[src/inc/ata_multi_pkg.sv]
package ata_multi_pkg;

  // ----------------------------------------------------------------
  // Register byte offsets
  // ----------------------------------------------------------------
  localparam logic [7:0] OFS_DATA = 8'h00;
  localparam logic [7:0] OFS_COUNT = 8'h04;
  localparam logic [7:0] OFS_LBA = 8'h08;
  localparam logic [7:0] OFS_FEATURE = 8'h0C;
  localparam logic [7:0] OFS_CMD = 8'h10;
  localparam logic [7:0] OFS_ERROR = 8'h14;
  localparam logic [7:0] OFS_MODE = 8'h18;
  localparam logic [7:0] OFS_CONTROL = 8'h1C;

  // ----------------------------------------------------------------
  // Command and feature codes
  // ----------------------------------------------------------------
  localparam logic [7:0] CMD_READ_MULTI = 8'hC4;
  localparam logic [7:0] CMD_WRITE_MULTI = 8'hC5;
  localparam logic [7:0] CMD_SET_MULTI = 8'hC6;
  localparam logic [7:0] CMD_READ_DMA = 8'hC8;
  localparam logic [7:0] CMD_READ_DMA_NR = 8'hC9;
  localparam logic [7:0] FEAT_KEEP = 8'h66;
  localparam logic [7:0] FEAT_REVERT = 8'hCC;

  // ----------------------------------------------------------------
  // Field positions and reset values
  // ----------------------------------------------------------------
  localparam int ST_BSY = 7;
  localparam int ST_DRDY = 6;
  localparam int ST_DRQ = 3;
  localparam int ST_CORR = 2;
  localparam int ST_ERR = 0;
  localparam int ER_UNC = 6;
  localparam int ER_ABRT = 2;
  localparam int CTL_SRST = 2;
  localparam int MODE_EN = 8;
  localparam int MODE_KEEP = 9;
  localparam logic [4:0] BLK_DEFAULT = 5'h10;
  localparam logic MULTI_EN_DEFAULT = 1'b1;
  localparam logic KEEP_DEFAULT = 1'b0;
  localparam logic [8:0] FULL_COUNT = 9'h100;

  // ----------------------------------------------------------------
  // Types
  // ----------------------------------------------------------------
  typedef enum logic [2:0] {
    S_IDLE = 3'b000,
    S_PREP = 3'b100,
    S_MEDIA = 3'b101,
    S_XFER = 3'b111,
    S_DONE = 3'b110,
    S_SETBLK = 3'b010
  } state_t;

  typedef struct packed {
    logic write;
    logic [27:0] lba;
  } media_req_t;

  typedef struct packed {
    logic done;
    logic err;
    logic corr;
  } media_rsp_t;

endpackage

[src/logic/wb_port.sv]
`timescale 1ns/10ps
module wb_port (
  input wire logic clk_i,
  input wire logic rst_i,
  input wire logic wb_cyc_i,
  input wire logic wb_stb_i,
  input wire logic wb_we_i,
  input wire logic [31:0] rd_data_i,
  output logic wr_o,
  output logic rd_o,
  output logic wb_ack_o,
  output logic [31:0] wb_dat_o
);

  logic take;

  // Ack drops the cycle after it is given, so one access per request
  assign take = wb_cyc_i & wb_stb_i & ~wb_ack_o;
  assign wr_o = take & wb_we_i;
  assign rd_o = take & ~wb_we_i;

  always_ff @(posedge clk_i)
  begin
    if (rst_i)
    begin
      wb_ack_o <= 1'b0;
    end
    else
    begin
      wb_ack_o <= take;
    end
  end

  always_ff @(posedge clk_i)
  begin
    if (rst_i)
    begin
      wb_dat_o <= 32'h0000_0000;
    end
    else if (rd_o)
    begin
      wb_dat_o <= rd_data_i;
    end
  end

endmodule

[src/logic/blk_counter.sv]
`timescale 1ns/10ps
module blk_counter #(
  parameter int CW = 9,
  parameter int BW = 5
) (
  input wire logic clk_i,
  input wire logic rst_i,
  input wire logic load_i,
  input wire logic [CW-1:0] count_i,
  input wire logic blk_start_i,
  input wire logic [BW-1:0] blk_size_i,
  input wire logic step_i,
  output logic [CW-1:0] remaining_o,
  output logic [BW-1:0] blk_left_o,
  output logic [BW-1:0] blk_len_o
);

  // Last block is the remainder when fewer sectors are left
  function automatic logic [BW-1:0] clip(input logic [CW-1:0] rem, input logic [BW-1:0] sz);
    clip = (rem < CW'(sz)) ? rem[BW-1:0] : sz;
  endfunction

  always_ff @(posedge clk_i)
  begin
    if (rst_i)
    begin
      remaining_o <= '0;
    end
    else if (load_i)
    begin
      remaining_o <= count_i;
    end
    else if (step_i && remaining_o != '0)
    begin
      remaining_o <= remaining_o - CW'(1);
    end
  end

  always_ff @(posedge clk_i)
  begin
    if (rst_i)
    begin
      blk_left_o <= '0;
      blk_len_o <= '0;
    end
    else if (blk_start_i)
    begin
      blk_left_o <= clip(remaining_o, blk_size_i);
      blk_len_o <= clip(remaining_o, blk_size_i);
    end
    else if (step_i && blk_left_o != '0)
    begin
      blk_left_o <= blk_left_o - BW'(1);
    end
  end

endmodule

[src/logic/ata_multi_ctrl.sv]
`timescale 1ns/10ps
module ata_multi_ctrl #(
  parameter int LBA_W = 28
) (
  input wire logic clk_i,
  input wire logic rst_i,
  input wire logic wb_cyc_i,
  input wire logic wb_stb_i,
  input wire logic wb_we_i,
  input wire logic [7:0] wb_adr_i,
  input wire logic [3:0] wb_sel_i,
  input wire logic [31:0] wb_dat_i,
  output logic wb_ack_o,
  output logic [31:0] wb_dat_o,
  output ata_multi_pkg::media_req_t media_req_o,
  output logic media_req_valid_o,
  input wire ata_multi_pkg::media_rsp_t media_rsp_i,
  output logic dmarq_o,
  input wire logic dmack_i,
  output logic intrq_o
);

  // ----------------------------------------------------------------
  // Declarations
  // ----------------------------------------------------------------
  ata_multi_pkg::state_t state_q;
  logic wr;
  logic rd;
  logic [31:0] rd_data;
  logic [7:0] count_q;
  logic [LBA_W-1:0] lba_q;
  logic [7:0] feature_q;
  logic [7:0] cmd_q;
  logic [7:0] error_q;
  logic corr_q;
  logic multi_en_q;
  logic [4:0] blk_size_q;
  logic keep_q;
  logic intr_q;
  logic pend_q;
  logic blk_unc_q;
  logic [4:0] xfer_left_q;
  logic is_write;
  logic is_dma;
  logic bsy;
  logic drq;
  logic cmd_wr;
  logic srst;
  logic load;
  logic blk_start;
  logic step;
  logic rsp_ok;
  logic unc;
  logic sect_done;
  logic [8:0] remaining;
  logic [4:0] blk_left;
  logic [4:0] blk_len;

  function automatic logic size_ok(input logic [7:0] v);
    size_ok = (v == 8'h01) || (v == 8'h02) || (v == 8'h04) || (v == 8'h08) || (v == 8'h10);
  endfunction

  function automatic logic [31:0] lane_mix(input logic [31:0] old, input logic [31:0] nw,
                                           input logic [3:0] sel);
    logic [31:0] r;
    r = old;
    for (int i = 0; i < 4; i++)
    begin
      if (sel[i])
      begin
        r[i*8 +: 8] = nw[i*8 +: 8];
      end
    end
    lane_mix = r;
  endfunction

  // ----------------------------------------------------------------
  // Bus slave and decode
  // ----------------------------------------------------------------
  wb_port u_wb (
    .clk_i(clk_i),
    .rst_i(rst_i),
    .wb_cyc_i(wb_cyc_i),
    .wb_stb_i(wb_stb_i),
    .wb_we_i(wb_we_i),
    .rd_data_i(rd_data),
    .wr_o(wr),
    .rd_o(rd),
    .wb_ack_o(wb_ack_o),
    .wb_dat_o(wb_dat_o)
  );

  assign is_write = (cmd_q == ata_multi_pkg::CMD_WRITE_MULTI);
  assign is_dma = (cmd_q == ata_multi_pkg::CMD_READ_DMA) ||
                  (cmd_q == ata_multi_pkg::CMD_READ_DMA_NR);
  // Command writes while busy are dropped, as on a real task file
  assign cmd_wr = wr && wb_adr_i == ata_multi_pkg::OFS_CMD && wb_sel_i[0] &&
                  state_q == ata_multi_pkg::S_IDLE;
  assign srst = wr && wb_adr_i == ata_multi_pkg::OFS_CONTROL && wb_sel_i[0] &&
                wb_dat_i[ata_multi_pkg::CTL_SRST];
  assign bsy = (state_q != ata_multi_pkg::S_IDLE) && (state_q != ata_multi_pkg::S_XFER);
  assign drq = (state_q == ata_multi_pkg::S_XFER);

  always_comb
  begin
    rd_data = 32'h0000_0000;
    unique case (wb_adr_i)
      ata_multi_pkg::OFS_COUNT: rd_data[7:0] = count_q;
      ata_multi_pkg::OFS_LBA: rd_data[LBA_W-1:0] = lba_q;
      ata_multi_pkg::OFS_FEATURE: rd_data[7:0] = feature_q;
      ata_multi_pkg::OFS_CMD:
      begin
        rd_data[ata_multi_pkg::ST_BSY] = bsy;
        rd_data[ata_multi_pkg::ST_DRDY] = ~bsy;
        rd_data[ata_multi_pkg::ST_DRQ] = drq;
        rd_data[ata_multi_pkg::ST_CORR] = corr_q;
        rd_data[ata_multi_pkg::ST_ERR] = |error_q;
      end
      ata_multi_pkg::OFS_ERROR: rd_data[7:0] = error_q;
      ata_multi_pkg::OFS_MODE:
      begin
        rd_data[4:0] = blk_size_q;
        rd_data[ata_multi_pkg::MODE_EN] = multi_en_q;
        rd_data[ata_multi_pkg::MODE_KEEP] = keep_q;
      end
      default: rd_data = 32'h0000_0000;
    endcase
  end

  // ----------------------------------------------------------------
  // Sector and block counting
  // ----------------------------------------------------------------
  // zero count means 256
  assign load = cmd_wr;
  assign rsp_ok = media_rsp_i.done && pend_q && state_q == ata_multi_pkg::S_MEDIA;
  assign unc = media_rsp_i.err & ~media_rsp_i.corr;
  assign step = rsp_ok;
  // Reload at every host block end, writes too, or later write blocks never end
  assign blk_start = (state_q == ata_multi_pkg::S_PREP) ||
                     (state_q == ata_multi_pkg::S_XFER && sect_done && xfer_left_q == 5'h01);

  blk_counter #(
    .CW(9),
    .BW(5)
  ) u_cnt (
    .clk_i(clk_i),
    .rst_i(rst_i | srst),
    .load_i(load),
    .count_i((count_q == 8'h00) ? ata_multi_pkg::FULL_COUNT : {1'b0, count_q}),
    .blk_start_i(blk_start),
    .blk_size_i(is_dma ? 5'h01 : blk_size_q),
    .step_i(step),
    .remaining_o(remaining),
    .blk_left_o(blk_left),
    .blk_len_o(blk_len)
  );

  // One sector moved between host and device
  always_comb
  begin
    sect_done = 1'b0;
    if (state_q == ata_multi_pkg::S_XFER)
    begin
      if (is_dma)
      begin
        sect_done = dmack_i & dmarq_o;
      end
      else
      begin
        sect_done = (wr | rd) && wb_adr_i == ata_multi_pkg::OFS_DATA;
      end
    end
  end

  // ----------------------------------------------------------------
  // Command sequencer
  // ----------------------------------------------------------------
  always_ff @(posedge clk_i)
  begin
    if (rst_i || srst)
    begin
      state_q <= ata_multi_pkg::S_IDLE;
    end
    else
    begin
      unique case (state_q)
        ata_multi_pkg::S_IDLE:
        begin
          if (cmd_wr)
          begin
            unique case (wb_dat_i[7:0])
              ata_multi_pkg::CMD_SET_MULTI: state_q <= ata_multi_pkg::S_SETBLK;
              ata_multi_pkg::CMD_READ_MULTI, ata_multi_pkg::CMD_WRITE_MULTI:
                state_q <= multi_en_q ? ata_multi_pkg::S_PREP : ata_multi_pkg::S_DONE;
              ata_multi_pkg::CMD_READ_DMA, ata_multi_pkg::CMD_READ_DMA_NR:
                state_q <= ata_multi_pkg::S_PREP;
              default: state_q <= ata_multi_pkg::S_DONE;
            endcase
          end
        end
        ata_multi_pkg::S_PREP:
          state_q <= is_write ? ata_multi_pkg::S_XFER : ata_multi_pkg::S_MEDIA;
        ata_multi_pkg::S_MEDIA:
        begin
          if (rsp_ok)
          begin
            if (is_dma)
            begin
              state_q <= unc ? ata_multi_pkg::S_DONE : ata_multi_pkg::S_XFER;
            end
            else if (is_write)
            begin
              if (unc || (blk_left == 5'h01 && remaining == 9'h001))
              begin
                state_q <= ata_multi_pkg::S_DONE;
              end
              else if (blk_left == 5'h01)
              begin
                state_q <= ata_multi_pkg::S_XFER;
              end
            end
            else if (blk_left == 5'h01)
            begin
              state_q <= ata_multi_pkg::S_XFER;
            end
          end
        end
        ata_multi_pkg::S_XFER:
        begin
          if (sect_done && xfer_left_q == 5'h01)
          begin
            if (is_write)
            begin
              state_q <= ata_multi_pkg::S_MEDIA;
            end
            else if (blk_unc_q || remaining == 9'h000)
            begin
              state_q <= ata_multi_pkg::S_DONE;
            end
            else
            begin
              state_q <= ata_multi_pkg::S_MEDIA;
            end
          end
        end
        ata_multi_pkg::S_SETBLK: state_q <= ata_multi_pkg::S_DONE;
        ata_multi_pkg::S_DONE: state_q <= ata_multi_pkg::S_IDLE;
        default: state_q <= ata_multi_pkg::S_IDLE;
      endcase
    end
  end

  // Host sectors left in the current block
  always_ff @(posedge clk_i)
  begin
    if (rst_i || srst)
    begin
      xfer_left_q <= 5'h00;
    end
    else if (state_q == ata_multi_pkg::S_PREP && is_write)
    begin
      xfer_left_q <= (remaining < 9'(blk_size_q)) ? remaining[4:0] : blk_size_q;
    end
    else if (state_q == ata_multi_pkg::S_MEDIA && rsp_ok && blk_left == 5'h01)
    begin
      xfer_left_q <= is_write ? ((remaining - 9'h001 < 9'(blk_size_q)) ?
                     5'(remaining - 9'h001) : blk_size_q) : blk_len;
    end
    else if (sect_done)
    begin
      xfer_left_q <= xfer_left_q - 5'h01;
    end
  end

  // ----------------------------------------------------------------
  // Media requests and address
  // ----------------------------------------------------------------
  always_ff @(posedge clk_i)
  begin
    if (rst_i || srst)
    begin
      pend_q <= 1'b0;
      media_req_valid_o <= 1'b0;
      media_req_o <= '0;
    end
    else
    begin
      media_req_valid_o <= 1'b0;
      if (state_q == ata_multi_pkg::S_MEDIA && !pend_q && !rsp_ok)
      begin
        pend_q <= 1'b1;
        media_req_valid_o <= 1'b1;
        media_req_o.write <= is_write;
        media_req_o.lba <= lba_q;
      end
      else if (rsp_ok)
      begin
        pend_q <= 1'b0;
      end
    end
  end

  // Uncorrectable errors freeze the address; the last sector is never passed
  always_ff @(posedge clk_i)
  begin
    if (rst_i)
    begin
      lba_q <= '0;
    end
    else if (wr && wb_adr_i == ata_multi_pkg::OFS_LBA && state_q == ata_multi_pkg::S_IDLE)
    begin
      lba_q <= LBA_W'(lane_mix(32'(lba_q), wb_dat_i, wb_sel_i));
    end
    else if (rsp_ok && !unc && remaining != 9'h001)
    begin
      lba_q <= lba_q + LBA_W'(1);
    end
  end

  always_ff @(posedge clk_i)
  begin
    if (rst_i)
    begin
      count_q <= 8'h00;
    end
    else if (wr && wb_adr_i == ata_multi_pkg::OFS_COUNT && wb_sel_i[0] &&
             state_q == ata_multi_pkg::S_IDLE)
    begin
      count_q <= wb_dat_i[7:0];
    end
    else if (state_q == ata_multi_pkg::S_DONE && (is_dma || cmd_q == ata_multi_pkg::CMD_READ_MULTI
             || is_write) && error_q == 8'h00)
    begin
      count_q <= 8'h00;
    end
  end

  // Feature writes also pick the soft reset policy
  always_ff @(posedge clk_i)
  begin
    if (rst_i)
    begin
      feature_q <= 8'h00;
      keep_q <= ata_multi_pkg::KEEP_DEFAULT;
    end
    else if (wr && wb_adr_i == ata_multi_pkg::OFS_FEATURE && wb_sel_i[0] &&
             state_q == ata_multi_pkg::S_IDLE)
    begin
      feature_q <= wb_dat_i[7:0];
      if (wb_dat_i[7:0] == ata_multi_pkg::FEAT_KEEP)
      begin
        keep_q <= 1'b1;
      end
      else if (wb_dat_i[7:0] == ata_multi_pkg::FEAT_REVERT)
      begin
        keep_q <= 1'b0;
      end
    end
  end

  // ----------------------------------------------------------------
  // Multiple mode settings
  // ----------------------------------------------------------------
  always_ff @(posedge clk_i)
  begin
    if (rst_i)
    begin
      multi_en_q <= ata_multi_pkg::MULTI_EN_DEFAULT;
      blk_size_q <= ata_multi_pkg::BLK_DEFAULT;
    end
    else if (srst && !keep_q)
    begin
      multi_en_q <= ata_multi_pkg::MULTI_EN_DEFAULT;
      blk_size_q <= ata_multi_pkg::BLK_DEFAULT;
    end
    else if (state_q == ata_multi_pkg::S_SETBLK)
    begin
      if (count_q != 8'h00 && size_ok(count_q))
      begin
        multi_en_q <= 1'b1;
        blk_size_q <= count_q[4:0];
      end
      else
      begin
        multi_en_q <= 1'b0;
      end
    end
  end

  // ----------------------------------------------------------------
  // Command register, errors and interrupt
  // ----------------------------------------------------------------
  always_ff @(posedge clk_i)
  begin
    if (rst_i || srst)
    begin
      cmd_q <= 8'h00;
      error_q <= 8'h00;
      corr_q <= 1'b0;
      blk_unc_q <= 1'b0;
    end
    else if (cmd_wr)
    begin
      cmd_q <= wb_dat_i[7:0];
      error_q <= 8'h00;
      corr_q <= 1'b0;
      blk_unc_q <= 1'b0;
      if (!multi_en_q && (wb_dat_i[7:0] == ata_multi_pkg::CMD_READ_MULTI ||
          wb_dat_i[7:0] == ata_multi_pkg::CMD_WRITE_MULTI))
      begin
        error_q[ata_multi_pkg::ER_ABRT] <= 1'b1;
      end
      else if (wb_dat_i[7:0] != ata_multi_pkg::CMD_READ_MULTI &&
               wb_dat_i[7:0] != ata_multi_pkg::CMD_WRITE_MULTI &&
               wb_dat_i[7:0] != ata_multi_pkg::CMD_SET_MULTI &&
               wb_dat_i[7:0] != ata_multi_pkg::CMD_READ_DMA &&
               wb_dat_i[7:0] != ata_multi_pkg::CMD_READ_DMA_NR)
      begin
        error_q[ata_multi_pkg::ER_ABRT] <= 1'b1;
      end
    end
    else if (state_q == ata_multi_pkg::S_SETBLK && count_q != 8'h00 && !size_ok(count_q))
    begin
      error_q[ata_multi_pkg::ER_ABRT] <= 1'b1;
    end
    else if (rsp_ok)
    begin
      error_q[ata_multi_pkg::ER_UNC] <= error_q[ata_multi_pkg::ER_UNC] | unc;
      corr_q <= corr_q | media_rsp_i.corr;
      blk_unc_q <= blk_unc_q | unc;
    end
  end

  always_ff @(posedge clk_i)
  begin
    if (rst_i || srst)
    begin
      dmarq_o <= 1'b0;
    end
    else
    begin
      dmarq_o <= (state_q == ata_multi_pkg::S_XFER) && is_dma && !sect_done;
    end
  end

  // Event set wins over a status read in the same cycle
  always_comb
  begin
    intr_q = 1'b0;
    if (state_q == ata_multi_pkg::S_MEDIA && rsp_ok && blk_left == 5'h01)
    begin
      intr_q = !is_dma && !is_write;
      if (is_write && !unc && remaining != 9'h001)
      begin
        intr_q = 1'b1;
      end
    end
    // single DMA interrupt
    // Aborts interrupt too; only a read multiple that ran ends silently
    if (state_q == ata_multi_pkg::S_DONE && (is_dma || is_write ||
        error_q[ata_multi_pkg::ER_ABRT] || cmd_q != ata_multi_pkg::CMD_READ_MULTI))
    begin
      intr_q = 1'b1;
    end
  end

  always_ff @(posedge clk_i)
  begin
    if (rst_i || srst)
    begin
      intrq_o <= 1'b0;
    end
    else if (intr_q)
    begin
      intrq_o <= 1'b1;
    end
    else if ((rd && wb_adr_i == ata_multi_pkg::OFS_CMD) || cmd_wr)
    begin
      intrq_o <= 1'b0;
    end
  end

endmodule

[config.mk]
export PLATFORM = sky130hd
export DESIGN_NAME = ata_multi_ctrl
export DESIGN_NICKNAME = d
export VERILOG_FILES = /design/src/inc/ata_multi_pkg.sv /design/src/logic/wb_port.sv /design/src/logic/blk_counter.sv /design/src/logic/ata_multi_ctrl.sv
export SDC_FILE = /design/constraint.sdc
export NUM_CORES = 1
export LEC_CHECK = 0
export BUFFER_PORTS_ARGS = -buffer_cell sky130_fd_sc_hd__clkbuf_2
export CAP_MARGIN = 20
export CORE_ASPECT_RATIO = 0.75
export CORE_MARGIN = 5
export CORE_UTILIZATION = 58
export CTS_CLUSTER_SIZE = 12
export DETAILED_ROUTE_END_ITERATION = 10
export PLACE_DENSITY = 0.8
export SETUP_SLACK_MARGIN = 0.05
export SLEW_MARGIN = 20
export SYNTH_ARGS = -nofsm -noshare
export SYNTH_HDL_FRONTEND = slang
export SYNTH_HIERARCHICAL = 1
export SYNTH_SLANG_ARGS = --single-unit
[constraint.sdc]
create_clock -name clk_i -period 3.9 [get_ports clk_i]
set_clock_uncertainty 0.05 [all_clocks]
set_input_delay 0.195 -clock clk_i [delete_from_list [all_inputs] [get_ports clk_i]]
set_output_delay 0.195 -clock clk_i [all_outputs]
set_load 0.05 [all_outputs]
---- After elaboration in Yosys (flattened, before gate mapping) ----
Cells that the tools add are included.
word-level totals
  register bits after elaboration ......... 152
  input port bits ......................... 53
  output and inout bits ................... 65
  logic and storage cells ................. 261
operators by class
  add/subtract/negate cells ............... 4
  order comparisons ....................... 3
  equality and inequality tests ........... 46
  multiplexer cells ....................... 60
  bitwise gates (word level) .............. 16
  reductions and logical operators ........ 105
operators by type and width
  cell                     number
  $eq A8 B8 Y1 const B     10
  $mux W28                 2
  $mux W5                  10
  $logic_and A1 B1 Y1      49
  $ne A8 B8 Y1 const B     6
  $eq A8 B5 Y1 const B     5
  $mux W8                  5
  $add A28 B1 Y28 const B  1
  $lt A9 B5 Y1             3
  $mux W9                  3
  $eq A8 B4 Y1 const B     3
  $logic_not A8 Y1         3
  $mux W3                  7
  $mux W1                  18
  $mux W18                 1
  $eq A8 B3 Y1 const B     2
  $logic_or A1 B1 Y1       16
  $reduce_bool A2 Y1       8
  $pmux W3 S5              1
  $reduce_and A2 Y1        7
  $eq A3 B3 Y1 const B     4
  $ne A2 B2 Y1 const B     6
  $pmux W2 S6              1
  $eq A5 B1 Y1 const B     2
  30 further kinds         61

---- Logic depth before layout (Yosys ltp) ----
Gate-level depths: netlist (run 1).
  depth after elaboration ................. 11
  gate-level depth with buffers ........... 12
  depth with buffers taken out ............ 11

---- Modules after synthesis ----
The synthesis (run 1) kept the hierarchy.
by module, submodules not included
  module          times used  cells an instance  area each (um2)  sequential area each (um2)
  ata_multi_ctrl  1           806                6004.5           2082.0
  wb_port         1           144                1492.7           660.6
  blk_counter     1           147                1182.4           380.4

---- Least setup slack after synthesis (run 1) ----
No wires, ideal clock.
  path type ............................... reg2reg
  start ................................... reg u_wb.wb_ack_o
  end ..................................... reg u_cnt.blk_left_o[4]
  setup time .............................. 0.133 ns
  arrival ................................. 2.978 ns
  data required time ...................... 3.717 ns
  slack ................................... 0.740 ns
  stages on the path, launching flop included .. 11
  path buffers ............................ 4
  period minus slack after synthesis ...... 3.160 ns
  path through ............................ dfxtp_1 > nor3b_1 > nand2_1 > or3_1 > o21ba_2 > clkbuf_1 > inv_1 > buf_1 > clkbuf_1 > clkbuf_1 > nor3_1
between the ends
  longest elaborated chain between the ends .. 11
  elaborated cells on any way between the ends .. 17
  those cells by class .................... 3 x mux; 6 x bitwise; 8 x reduce/logical
ends and longest elaborated chain
  what                                           RTL line               source
  start: declaration                             wb_port.sv:11          output logic wb_ack_o,
  start signal: assignment                       wb_port.sv:30          wb_ack_o <= take;
  $not A1 Y1 *                                   wb_port.sv:18          assign take = wb_cyc_i & wb_stb_i & ~wb_ack_o;
  $and A1 B1 Y1 *                                wb_port.sv:18
  $and A1 B1 Y1 *                                wb_port.sv:19          assign wr_o = take & wb_we_i;
  via wr                                         ata_multi_ctrl.sv:27   logic wr;
  $or A1 B1 Y1                                   ata_multi_ctrl.sv:170  sect_done = (wr | rd) && wb_adr_i == ata_multi_pkg::OFS_DATA;
  $logic_and A1 B1 Y1                            ata_multi_ctrl.sv:170
  $mux W1                                        ata_multi_ctrl.sv:164  if (is_dma)
  $mux W1                                        ata_multi_ctrl.sv:162  if (state_q == ata_multi_pkg::S_XFER)
  $logic_and A1 B1 Y1 (2 in series)              ata_multi_ctrl.sv:140  (state_q == ata_multi_pkg::S_XFER && sect_done && xfer_left_q == 5'h01);
  $logic_or A1 B1 Y1                             ata_multi_ctrl.sv:139  assign blk_start = (state_q == ata_multi_pkg::S_PREP) ||
  $mux W5 or $reduce_bool A2 Y1 (tied branches)  -
  end signal: assignment                         blk_counter.sv:48      blk_left_o <= clip(remaining_o, blk_size_i);
  end signal: assignment                         blk_counter.sv:53      blk_left_o <= blk_left_o - BW'(1);
  end: declaration                               blk_counter.sv:14      output logic [BW-1:0] blk_left_o,
Mark *: on every way through the listed nets, which the timed path passes. The rest lies on a longest branch.
A chain may end at the register's enable or synchronous reset.

---- Final worst setup path (run 1) ----
  start ................................... reg u_cnt.remaining_o[0]
  end ..................................... reg xfer_left_q[4]
between the ends
  longest elaborated chain between the ends .. 6
  elaborated cells on any way between the ends .. 8
  those cells by class .................... 1 x add/sub; 2 x order compare; 5 x mux
ends and longest elaborated chain
  what                      RTL line               source
  start: declaration        blk_counter.sv:13      output logic [CW-1:0] remaining_o,
  start signal: assignment  blk_counter.sv:31      remaining_o <= count_i;
  start signal: assignment  blk_counter.sv:35      remaining_o <= remaining_o - CW'(1);
  $sub A9 B1 Y9             ata_multi_ctrl.sv:266  xfer_left_q <= is_write ? ((remaining - 9'h001 < 9'(blk_size_q)) ?
  $lt A9 B5 Y1              ata_multi_ctrl.sv:266
  $mux W5 (2 in series)     ata_multi_ctrl.sv:266
  $mux W5                   ata_multi_ctrl.sv:264  else if (state_q == ata_multi_pkg::S_MEDIA && rsp_ok && blk_left == 5'h01)
  $mux W5 *                 ata_multi_ctrl.sv:260  else if (state_q == ata_multi_pkg::S_PREP && is_write)
  end signal: assignment    ata_multi_ctrl.sv:262  xfer_left_q <= (remaining < 9'(blk_size_q)) ? remaining[4:0] : blk_size_q;
  end signal: assignment    ata_multi_ctrl.sv:266
  end signal: assignment    ata_multi_ctrl.sv:271  xfer_left_q <= xfer_left_q - 5'h01;
  end: declaration          ata_multi_ctrl.sv:42   logic [4:0] xfer_left_q;
Every way passes the cells marked *; elsewhere a longest branch is shown, timed or not.

==> impl_metrics.json, run 1 <==
{
  "finalCritPeriodShare": 0.833,
  "routabilityCongestion": 0.947,
  "rows": 38,
  "synth-simple-area-share": 0.300,
  "synth_top_family_by_area": "simple AND/OR/NAND/NOR gates",
  "peakVddDrop_mv": 0.292,
  "dr.first_iter.drc_count": 1105,
  "cts_tree": "built",
  "grt_setup_unrepaired": "no",
  "die_area_sq_um": 17500,
  "synth_top_area_frac": 0.360,
  "grt_use_total": 0.290,
  "synth-compound-area-share": 0.178,
  "postPlaceCellArea_sq_um": 9330,
  "grt_pass1_wl_um": 40600,
  "drv_slew": 0,
  "worstSetupPathType": "reg2reg",
  "via_per_inst": 6.14,
  "totalWireLength_um": 25600,
  "grt_pass1_vias": 7710,
  "cp_max_fo": 10,
  "maxCapViolCount": 0,
  "slowest_stage": "a2111oi_0",
  "setup_viol": 0,
  "p_leak_nw": 3.79,
  "numCtsBuffers": 17,
  "gr-usage-met1": 0.457,
  "synth.largest_area_cell": "dfxtp_1",
  "multi_input_area_sq_um": 5110,
  "grt_max_degree": 92,
  "n_antenna_cell": 0,
  "cts_resized": 0,
  "synth_cells": 1097,
  "core-area_sq_um": 14500,
  "gr-usage-met2": 0.395,
  "outcome": "finished clean",
  "first_pass_iters": 7,
  "avgRoutedWirePerCell_um": 18.3,
  "synth.area.mux_share": 0.0650,
  "r2r_cells": 10,
  "clock_sinks": 156,
  "ioPinCount": 118,
  "max_freq_ghz": 0.308,
  "nets": 1259,
  "synth_seq_area_share": 0.360,
  "grtUsageMet3": 0.0653,
  "ys_types": 86,
  "stdcell_count": 1399,
  "clock_latency_ns": 0.42,
  "worstHoldPathType": "in2reg",
  "drive_gt1_frac": 0.159,
  "clkTransAtPathRegs_ns": 0.06,
  "synthAdderAreaFrac": 0.0288,
  "grt.overflow.total": 0,
  "critPathLaunchType": "flop",
  "relSlewSlack": 0.286,
  "top_usage_layer": "met1",
  "arrival_ns": 3.55,
  "power_density_nw_per_um2": 354,
  "cts-root-buf": "clkbuf_16",
  "antenna_found_initial": 0,
  "min_period_ns": 3.25,
  "timing.setup.tns_ns": 0,
  "synth-xor-area-share": 0.0161,
  "avgSynthCellArea_sq_um": 7.91,
  "ys.flop_type": "dfxtp_1",
  "cp-end-kind": "flop",
  "nFillCells": 1204,
  "hold_viol": 0,
  "ys_warn_count": 6,
  "port_buffers": 113,
  "htree_levels": 4,
  "ff_latch_area_sq_um": 3120,
  "place_inst": 1362,
  "async_reset_ff_frac": 0,
  "synth_area_leaders": "dfxtp_1 36%, nand2_1 6.8%, mux2i_1 6.1%",
  "power_mw": 3.54,
  "final_area_sq_um": 10000,
  "critPathTopFamily": "compound AO/OA/AOI/OAI gates",
  "die_h_um": 116,
  "worst_pin_slew_ns": 1.06,
  "start_util": 0.597,
  "cp.buffers_inverters": 1,
  "cp.depth": 10,
  "num_vias": 8592,
  "critPathMaxStageDelay_ns": 0.67,
  "die_w_um": 151,
  "rrSetupSlack_ns": 0.65,
  "hold_ws_ns": 0.0163,
  "cp.required_ns": 4.20,
  "ant_nets": 0,
  "synth_edf_count": 0,
  "timing.critical_path.mode_cell": "ha_1",
  "area_growth_pct": 15.2,
  "post_cts.repair.setup_buffers": 0,
  "netlist_area_sq_um": 8680,
  "synth_seq_cells": 156,
  "hold_buffers": 5,
  "whs_path_depth": 3,
  "drc": 0,
  "path_cells": "inv_1 > ha_1 > nand2_1 > xnor2_1 > ha_1 > a2111oi_0 > nand3_1 > a221oi_1 > o221ai_1 > a21oi_1",
  "clk_path_buf_depth": 2,
  "hpwl_um": 18000
}
[layout by cell type, fill, tap and decap left out, types with 20 or more instances in the layout]
cell type  Yosys  layout
inv_1         35      34
a21oi_1      100     100
o21ai_0       30      30
nand3_1       26      26
clkbuf_2       0     113
and2_1        23      23
nor2_1        94      93
nand2b_1      76      76
ha_1          20      20
dfxtp_1      156     156
mux2i_1       53      53
nand2_1      158     158
nor3_1        46      46
[where the power goes]
group          internal, mW  switching [mW]
Combinational        0.0753           0.121
Clock                 0.988           0.736
Sequential             1.60          0.0143
[cell families (layout without fill, tap and decap cells)]
kind of cell             after synthesis  after routing
XOR/XNOR                              16             16
AO/OA/AOI/OAI                        236            236
flip-flops                           156            156
multiplexers                          56             56
AND/OR/NAND/NOR                      508            508
adder cells (fa/ha/maj)               20             20
other                                  1              4
buffers and inverters                104            203
[registers in the layout (all words and copies together), names as in the netlist, 3 cells and up]
name,flops
u_cnt/remaining_o,9
feature_q,8
cmd_q,8
lba_q,28
count_q,8
u_wb/wb_dat_o,32
u_cnt/blk_left_o,5
media_req_o,29
xfer_left_q,5
state_q,3
blk_size_q,5
u_cnt/blk_len_o,5
[area by class of cell]
type,count,share of cell area
Multi-Input combinational cell,840,0.512
Sequential cell,156,0.312
Timing Repair Buffer,136,0.0764
Clock buffer,18,0.0439
Tap cell,200,0.0250
Clock inverter,14,0.0174
Inverter,35,0.0131
[routing by layer]
| metal | part of all wire | vias to the layer above |
|---|---|---|
| li1 | - | 4033 |
| met1 | 0.47 | 4036 |
| met2 | 0.40 | 469 |
| met3 | 0.12 | 54 |
| met4 | 0.015 | 0 |
| met5 | 0 | - |
[stage by stage]
stage / setup WS [ns] / util
floorplan: 0.740 / -
detailed placement: 0.719 / 0.641
CTS: 0.678 / 0.687
finish: 0.651 / 0.687
global route: 0.302 / 0.687
global placement: 0.799 / 0.641
[cell usage after synthesis, types with 3 or more instances]
master	number
a211oi_1	7
buf_4	3
o211ai_1	9
a222oi_1	7
dfxtp_1	156
nor3b_1	5
and3b_1	3
a22oi_1	15
buf_8	3
nor4b_1	3
o31ai_1	5
buf_2	10
mux2_2	3
nor2b_1	6
xor2_1	5
or4b_1	3
inv_1	35
xnor2_1	11
o21ai_0	30
nor4_1	9
ha_1	20
nor3_1	46
a21oi_1	100
nand2_1	158
buf_1	5
nand4_1	8
nand3_1	26
nand2b_1	76
o21a_1	7
and2_1	23
o211a_1	3
mux2i_1	53
nor2_1	94
clkbuf_1	47
or3_1	10
nand3b_1	6
a22o_1	3
nor3_2	3
and3_1	9
a31oi_1	12
[worst paths after layout]
| path | start | endpoint |
|---|---|---|
| max | u_cnt/remaining_o[0]$_SDFFE_PP0P_ | xfer_left_q[4]$_SDFFE_PP0P_ |
| min | wb_dat_i[15] | lba_q[15]$_SDFFE_PP0P_ |
| max reg2reg | u_cnt/remaining_o[0]$_SDFFE_PP0P_ | xfer_left_q[4]$_SDFFE_PP0P_ |
| min reg2reg | media_req_o[28]$_SDFFE_PP0P_ | media_req_o[28]$_SDFFE_PP0P_ |
[worst reg2reg max path: cells and delay by family, from the launching register on]
family                     cells  cell delay (ns)
AOI/OAI and AO/OA              4             1.36
adders and majority gates      2             0.56
and+or+nand+nor                2             0.46
xor gates and xnor gates       1             0.14
buffers and inverters          1             0.12
DFF                            1             0.50
Power figures use the tool's default switching activity.
==> run 2: changes to the inputs <==
--- a/config.mk
+++ b/config.mk
@@ -9,10 +9,10 @@
 export CAP_MARGIN = 20
 export CORE_ASPECT_RATIO = 0.75
 export CORE_MARGIN = 5
-export CORE_UTILIZATION = 58
+export CORE_UTILIZATION = 53
 export CTS_CLUSTER_SIZE = 12
 export DETAILED_ROUTE_END_ITERATION = 10
-export PLACE_DENSITY = 0.8
+export PLACE_DENSITY = 0.77
 export SETUP_SLACK_MARGIN = 0.05
 export SLEW_MARGIN = 20
 export SYNTH_ARGS = -nofsm -noshare
==> constraint.sdc (replaced) <==
create_clock -name clk_i -period 2.7 [get_ports clk_i]
set_clock_uncertainty 0.05 [all_clocks]
set_input_delay 0.135 -clock clk_i [delete_from_list [all_inputs] [get_ports clk_i]]
set_output_delay 0.135 -clock clk_i [all_outputs]
set_load 0.05 [all_outputs]
==> run 2 against run 1 <==
Effect of this change: clock power is 38% higher; worst hold slack worse by 0.0057 ns; worst setup slack worse by 0.48 ns; flip-flop and latch count stayed put; critical path depth is 1 higher; maximum frequency is 28% higher; critical path type unchanged; highest routed layer is now met5.
==> impl_metrics.json, run 2 (same netlist as run 1, synthesis figures left out) <==
{
  "postPlaceCellArea_sq_um": 9660,
  "drv_slew": 0,
  "totalWireLength_um": 26400,
  "clk_path_buf_depth": 2,
  "r2r_cells": 11,
  "port_buffers": 113,
  "cts-root-buf": "clkbuf_16",
  "grt_setup_unrepaired": "yes",
  "cp_max_fo": 10,
  "max_freq_ghz": 0.395,
  "peakVddDrop_mv": 0.413,
  "first_pass_iters": 7,
  "clock_latency_ns": 0.43,
  "antenna_found_initial": 1,
  "numCtsBuffers": 17,
  "swShare": 0.254,
  "seq_power_share": 0.464,
  "cts_tree": "built",
  "p_leak_nw": 4.03,
  "nets": 1312,
  "drc": 0,
  "top_regs": "u_wb/wb_dat_o: 32 flops, media_req_o: 29 flops, lba_q: 28 flops",
  "drive_gt1_frac": 0.189,
  "relSlewSlack": 0.492,
  "regToRegEndpoint": "xfer_left_q[0]$_SDFFE_PP0P_",
  "min_period_ns": 2.53,
  "grt_max_degree": 50,
  "crit_start": "u_cnt/remaining_o[2]$_SDFFE_PP0P_",
  "timing.setup.tns_ns": 0,
  "final_area_sq_um": 10500,
  "clkTransAtPathRegs_ns": 0.07,
  "nFillCells": 1337,
  "critPathLaunchType": "flop",
  "htree_levels": 4,
  "die_h_um": 121,
  "dr.first_iter.drc_count": 1278,
  "hpwl_um": 19000,
  "power_density_nw_per_um2": 480,
  "cp-end-kind": "flop",
  "grt_pass1_wl_um": 41600,
  "core-area_sq_um": 16100,
  "worstHoldPathType": "in2reg",
  "maxCapViolCount": 0,
  "routabilityCongestion": 0.984,
  "clock_sinks": 156,
  "p_sw_mw": 1.28,
  "stdcell_count": 1462,
  "crit_end": "xfer_left_q[0]$_SDFFE_PP0P_",
  "p_clk_frac": 0.471,
  "grt_use_total": 0.273,
  "final_cell_mix": "158 x nand2_1, 155 x dfxtp_1, 112 x clkbuf_2",
  "p_comb_frac": 0.064,
  "num_vias": 8665,
  "ant_nets": 0,
  "final_common_cell": "nand2_1",
  "die_area_sq_um": 19100,
  "rrSetupSlack_ns": 0.17,
  "p_int_mw": 3.75,
  "r2r_start": "u_cnt/remaining_o[2]$_SDFFE_PP0P_",
  "worst_pin_slew_ns": 0.761,
  "arrival_ns": 2.80,
  "largest_reg_flops": 32,
  "postLayoutCoreUtil": 0.652,
  "n_antenna_cell": 0,
  "hold_viol": 0,
  "avgRoutedWirePerCell_um": 18.1,
  "rows": 40,
  "setup_viol": 0,
  "outcome": "finished clean",
  "regMostFlops": "u_wb/wb_dat_o",
  "grt.overflow.total": 0,
  "cp.required_ns": 2.97,
  "worstSetupPathType": "reg2reg",
  "start_util": 0.540,
  "grt_pass1_vias": 7775,
  "die_w_um": 158,
  "multi_input_area_sq_um": 5170,
  "via_per_inst": 5.93,
  "hold_ws_ns": 0.0106,
  "area_growth_pct": 20.7,
  "ioPinCount": 118,
  "finalCritPeriodShare": 0.937,
  "place_inst": 1410,
  "ff_latch_area_sq_um": 3120
}
run 2: area by class of cell:
cell class / count / share of cell area
clock inverter: 15 / 0.0143
inverter: 35 / 0.0125
tap: 210 / 0.0251
multi-input combinational: 840 / 0.493
clock buffer: 17 / 0.0406
sequential: 156 / 0.298
timing repair buffer: 189 / 0.116
run 2: how the worst min path moves through the flow:
stage | startpoint | end | slack (ns) | cells past startpoint
after floorplan | wb_sel_i[0] | lba_q[7]$_SDFFE_PP0P_ | 0.18 | 1
after global placement | wb_stb_i | u_wb/wb_ack_o$_SDFF_PP0_ | 0.35 | 3
after detailed placement | wb_stb_i | u_wb/wb_ack_o$_SDFF_PP0_ | 0.35 | 3
after CTS | wb_dat_i[4] | feature_q[4]$_SDFFE_PP0P_ | 0.003 | 3
after global routing | wb_dat_i[27] | lba_q[27]$_SDFFE_PP0P_ | 0.001 | 4
final | wb_dat_i[27] | lba_q[27]$_SDFFE_PP0P_ | 0.01 | 4
run 2: layer usage:
layer | vias to the layer above | track usage | wire, um
met2 | 504 | 0.354 | 10400
met1 | 3967 | 0.437 | 12200
met5 | - | 0 | 13
met4 | 2 | 0.0645 | 406
met3 | 46 | 0.0726 | 3350
li1 | 4146 | - | -
run 2: stage by stage:
step / worst slack, ns / power, mW
floorplan: 0.0840 / 2.57
global placement: 0.125 / 2.67
detailed placement: 0.0319 / 2.68
CTS: 0.0879 / 5.04
global route: 0.0439 / 5.18
finish: 0.169 / 5.03
run 2: worst max-delay path: stages (launching register included):
cell,delay (ns)
dfxtp_1,0.52
buf_4,0.23
xnor2_1,0.16
inv_1,0.07
ha_1,0.27
o21a_1,0.11
o211ai_1,0.25
nand3_2,0.14
buf_4,0.18
mux2i_1,0.21
a21o_1,0.16
a21oi_1,0.06
run 2: power groups by stage:
| stage | logic, mW | clock network (mW) | registers [mW] |
|---|---|---|---|
| after floorplan | 0.181 | 0 | 2.39 |
| after global placement | 0.288 | 0 | 2.39 |
| after detailed placement | 0.291 | 0 | 2.39 |
| after CTS | 0.315 | 2.39 | 2.33 |
| after global routing | 0.345 | 2.50 | 2.34 |
| final | 0.323 | 2.37 | 2.33 |
run 2: what timing repair did:
item                                    in CTS  in global routing
gates resized for setup                      1                  5
pin swaps                                    0                  1
hold buffers                                20                  0
endpoints found under the setup margin       2                  5
buffers inserted                             0                  0
hold endpoints to repair                    21                  0
==> run 3: changes to the inputs <==
--- a/config.mk
+++ b/config.mk
@@ -12,7 +12,7 @@
 export CORE_UTILIZATION = 53
 export CTS_CLUSTER_SIZE = 12
 export DETAILED_ROUTE_END_ITERATION = 10
-export PLACE_DENSITY = 0.77
+export PLACE_DENSITY_LB_ADDON = 0.25
 export SETUP_SLACK_MARGIN = 0.05
 export SLEW_MARGIN = 20
 export SYNTH_ARGS = -nofsm -noshare
==> run 3 against run 2 <==
Effect of this change: non-clock buffer count is 1 higher; global-route usage increased by 0.057 points; clock power is 4% lower; cell count about the same; worst setup slack improved by 0.0053 ns; power is 1.7% lower; clock-buffer cell count unchanged; via count fell by 0.33%; largest cell class unchanged; largest power group is now sequential cells.
==> impl_metrics.json, run 3 (same netlist as run 1, synthesis figures left out) <==
{
  "drv_slew": 0,
  "postLayoutCoreUtil": 0.656,
  "grt_setup_unrepaired": "yes",
  "top_layer_used": "met4",
  "clock_sinks": 156,
  "cp.required_ns": 2.95,
  "totalWireLength_um": 26400,
  "grt_use_total": 0.273,
  "clk_path_buf_depth": 2,
  "min_period_ns": 2.53,
  "cp-end-kind": "flop",
  "final_cell_mix": "158 x nand2_1, 154 x dfxtp_1, 112 x clkbuf_2",
  "crit_end": "xfer_left_q[3]$_SDFFE_PP0P_",
  "hpwl_um": 18900,
  "setup_viol": 0,
  "relSlewSlack": 0.500,
  "cts-root-buf": "clkbuf_16",
  "htree_levels": 4,
  "worst_pin_slew_ns": 0.749,
  "path_cells": "dlygate4sd3_1 > clkbuf_2 > nand2_1 > nor3b_2 > buf_4 > nand2_1 > or3_1 > o21ba_2 > inv_2 > buf_12 > a211oi_1 > o21ai_0 > a31oi_1",
  "timing.setup.tns_ns": 0,
  "clock_latency_ns": 0.43,
  "first_pass_iters": 7,
  "arrival_ns": 2.77,
  "routabilityCongestion": 0.950,
  "n_antenna_cell": 0,
  "ant_nets": 0,
  "final_common_cell": "nand2_1",
  "worstSetupPathType": "in2reg",
  "power_density_nw_per_um2": 469,
  "rrSetupSlack_ns": 0.18,
  "top_regs": "u_wb/wb_dat_o: 32 flops, media_req_o: 29 flops, lba_q: 28 flops",
  "crit_start": "wb_stb_i",
  "critPathMaxStageDelay_ns": 0.53,
  "regMostFlops": "u_wb/wb_dat_o",
  "die_w_um": 158,
  "grt_pass1_wl_um": 41600,
  "nets": 1313,
  "r2r_cells": 12,
  "r2r_start": "u_cnt/remaining_o[0]$_SDFFE_PP0P_",
  "rows": 40,
  "worstHoldPathType": "in2reg",
  "route.met2.wl_um": 10600,
  "maxCapViolCount": 0,
  "antenna_found_initial": 0,
  "outcome": "finished clean",
  "start_util": 0.540,
  "dr.first_iter.drc_count": 1003,
  "area_growth_pct": 21.4,
  "dr_wl_met3_um": 2840,
  "die_h_um": 121,
  "cp_max_fo": 25,
  "avgRoutedWirePerCell_um": 18.0,
  "numCtsBuffers": 17,
  "p_leak_nw": 4.04,
  "max_freq_ghz": 0.396,
  "largest_reg_flops": 32,
  "cts_tree": "built",
  "critPathLaunchType": "input port",
  "postPlaceCellArea_sq_um": 9700,
  "wl_met1_um": 12600,
  "timing.critical_path.mode_cell": "nand2_1",
  "drive_gt1_frac": 0.192,
  "regToRegEndpoint": "xfer_left_q[4]$_SDFFE_PP0P_",
  "core-area_sq_um": 16100,
  "drc": 0,
  "hp-start": "wb_dat_i[1]",
  "via_per_inst": 5.90,
  "peakVddDrop_mv": 0.460,
  "grt.overflow.total": 0,
  "port_buffers": 113,
  "final_area_sq_um": 10500,
  "slowest_stage": "dlygate4sd3_1",
  "hold_viol": 0,
  "num_vias": 8636,
  "die_area_sq_um": 19100,
  "ioPinCount": 118,
  "clkTransAtPathRegs_ns": 0.07,
  "finalCritPeriodShare": 0.936,
  "grt_max_degree": 109,
  "grt_pass1_vias": 7893
}
run 3: timing repair:
| action | CTS | global route |
|---|---|---|
| gates resized for setup | 0 | 12 |
| hold buffers | 21 | 0 |
| hold endpoints to repair | 23 | 0 |
| endpoints found under the setup margin | 0 | 19 |
| setup buffers | 0 | 1 |
run 3: critical path: cells and delay by family:
| family | cells | cell delay, ns |
|---|---|---|
| compound gates | 4 | 0.53 |
| simple gates | 4 | 0.82 |
| buf+inv | 5 | 1.29 |
run 3: cell type report:
class / count / area (sq um)
Multi-Input combinational cell: 840 / 5190
Clock buffer: 17 / 425
Timing Repair Buffer: 190 / 1270
Clock inverter: 15 / 130
Sequential cell: 156 / 3130
Tap cell: 210 / 263
Inverter: 35 / 131
Fill cell: 1379 / 5530
run 3: metrics by stage:
step / power, mW / setup WS, ns / cells / hold WS, ns
after floorplan: 2.57 / 0.0840 / 1100 / 0.185
after global placement: 2.68 / 0.130 / 1409 / 0.346
after detailed placement: 2.68 / -0.00165 / 1409 / 0.359
after CTS: 4.95 / 0.105 / 1462 / 0.00290
after global routing: 5.10 / 0.00994 / 1463 / 0.0195
final: 4.94 / 0.174 / 1463 / 0.0195
run 3: worst min-delay path by stage:
| stage | endpoint | slack [ns] | depth (start not counted) |
|---|---|---|---|
| floorplan | lba_q[7]$_SDFFE_PP0P_ | 0.18 | 1 |
| global placement | u_wb/wb_ack_o$_SDFF_PP0_ | 0.35 | 3 |
| detailed placement | u_wb/wb_ack_o$_SDFF_PP0_ | 0.36 | 3 |
| finish | cmd_q[1]$_SDFFE_PP0P_ | 0.02 | 3 |
| global route | lba_q[27]$_SDFFE_PP0P_ | 0.02 | 4 |
| CTS | corr_q$_SDFFE_PP0P_ | 0.003 | 3 |
run 3: power by group:
part / internal (mW) / switching, mW
clock: 1.21 / 1.07
combinational: 0.139 / 0.187
sequential: 2.32 / 0.0171
run 3: routing by layer:
metal,global-route usage,up-vias
li1,-,4160
met1,0.428,4015
met2,0.361,427
met5,0.0112,-
met3,0.0698,34
met4,0.0763,0
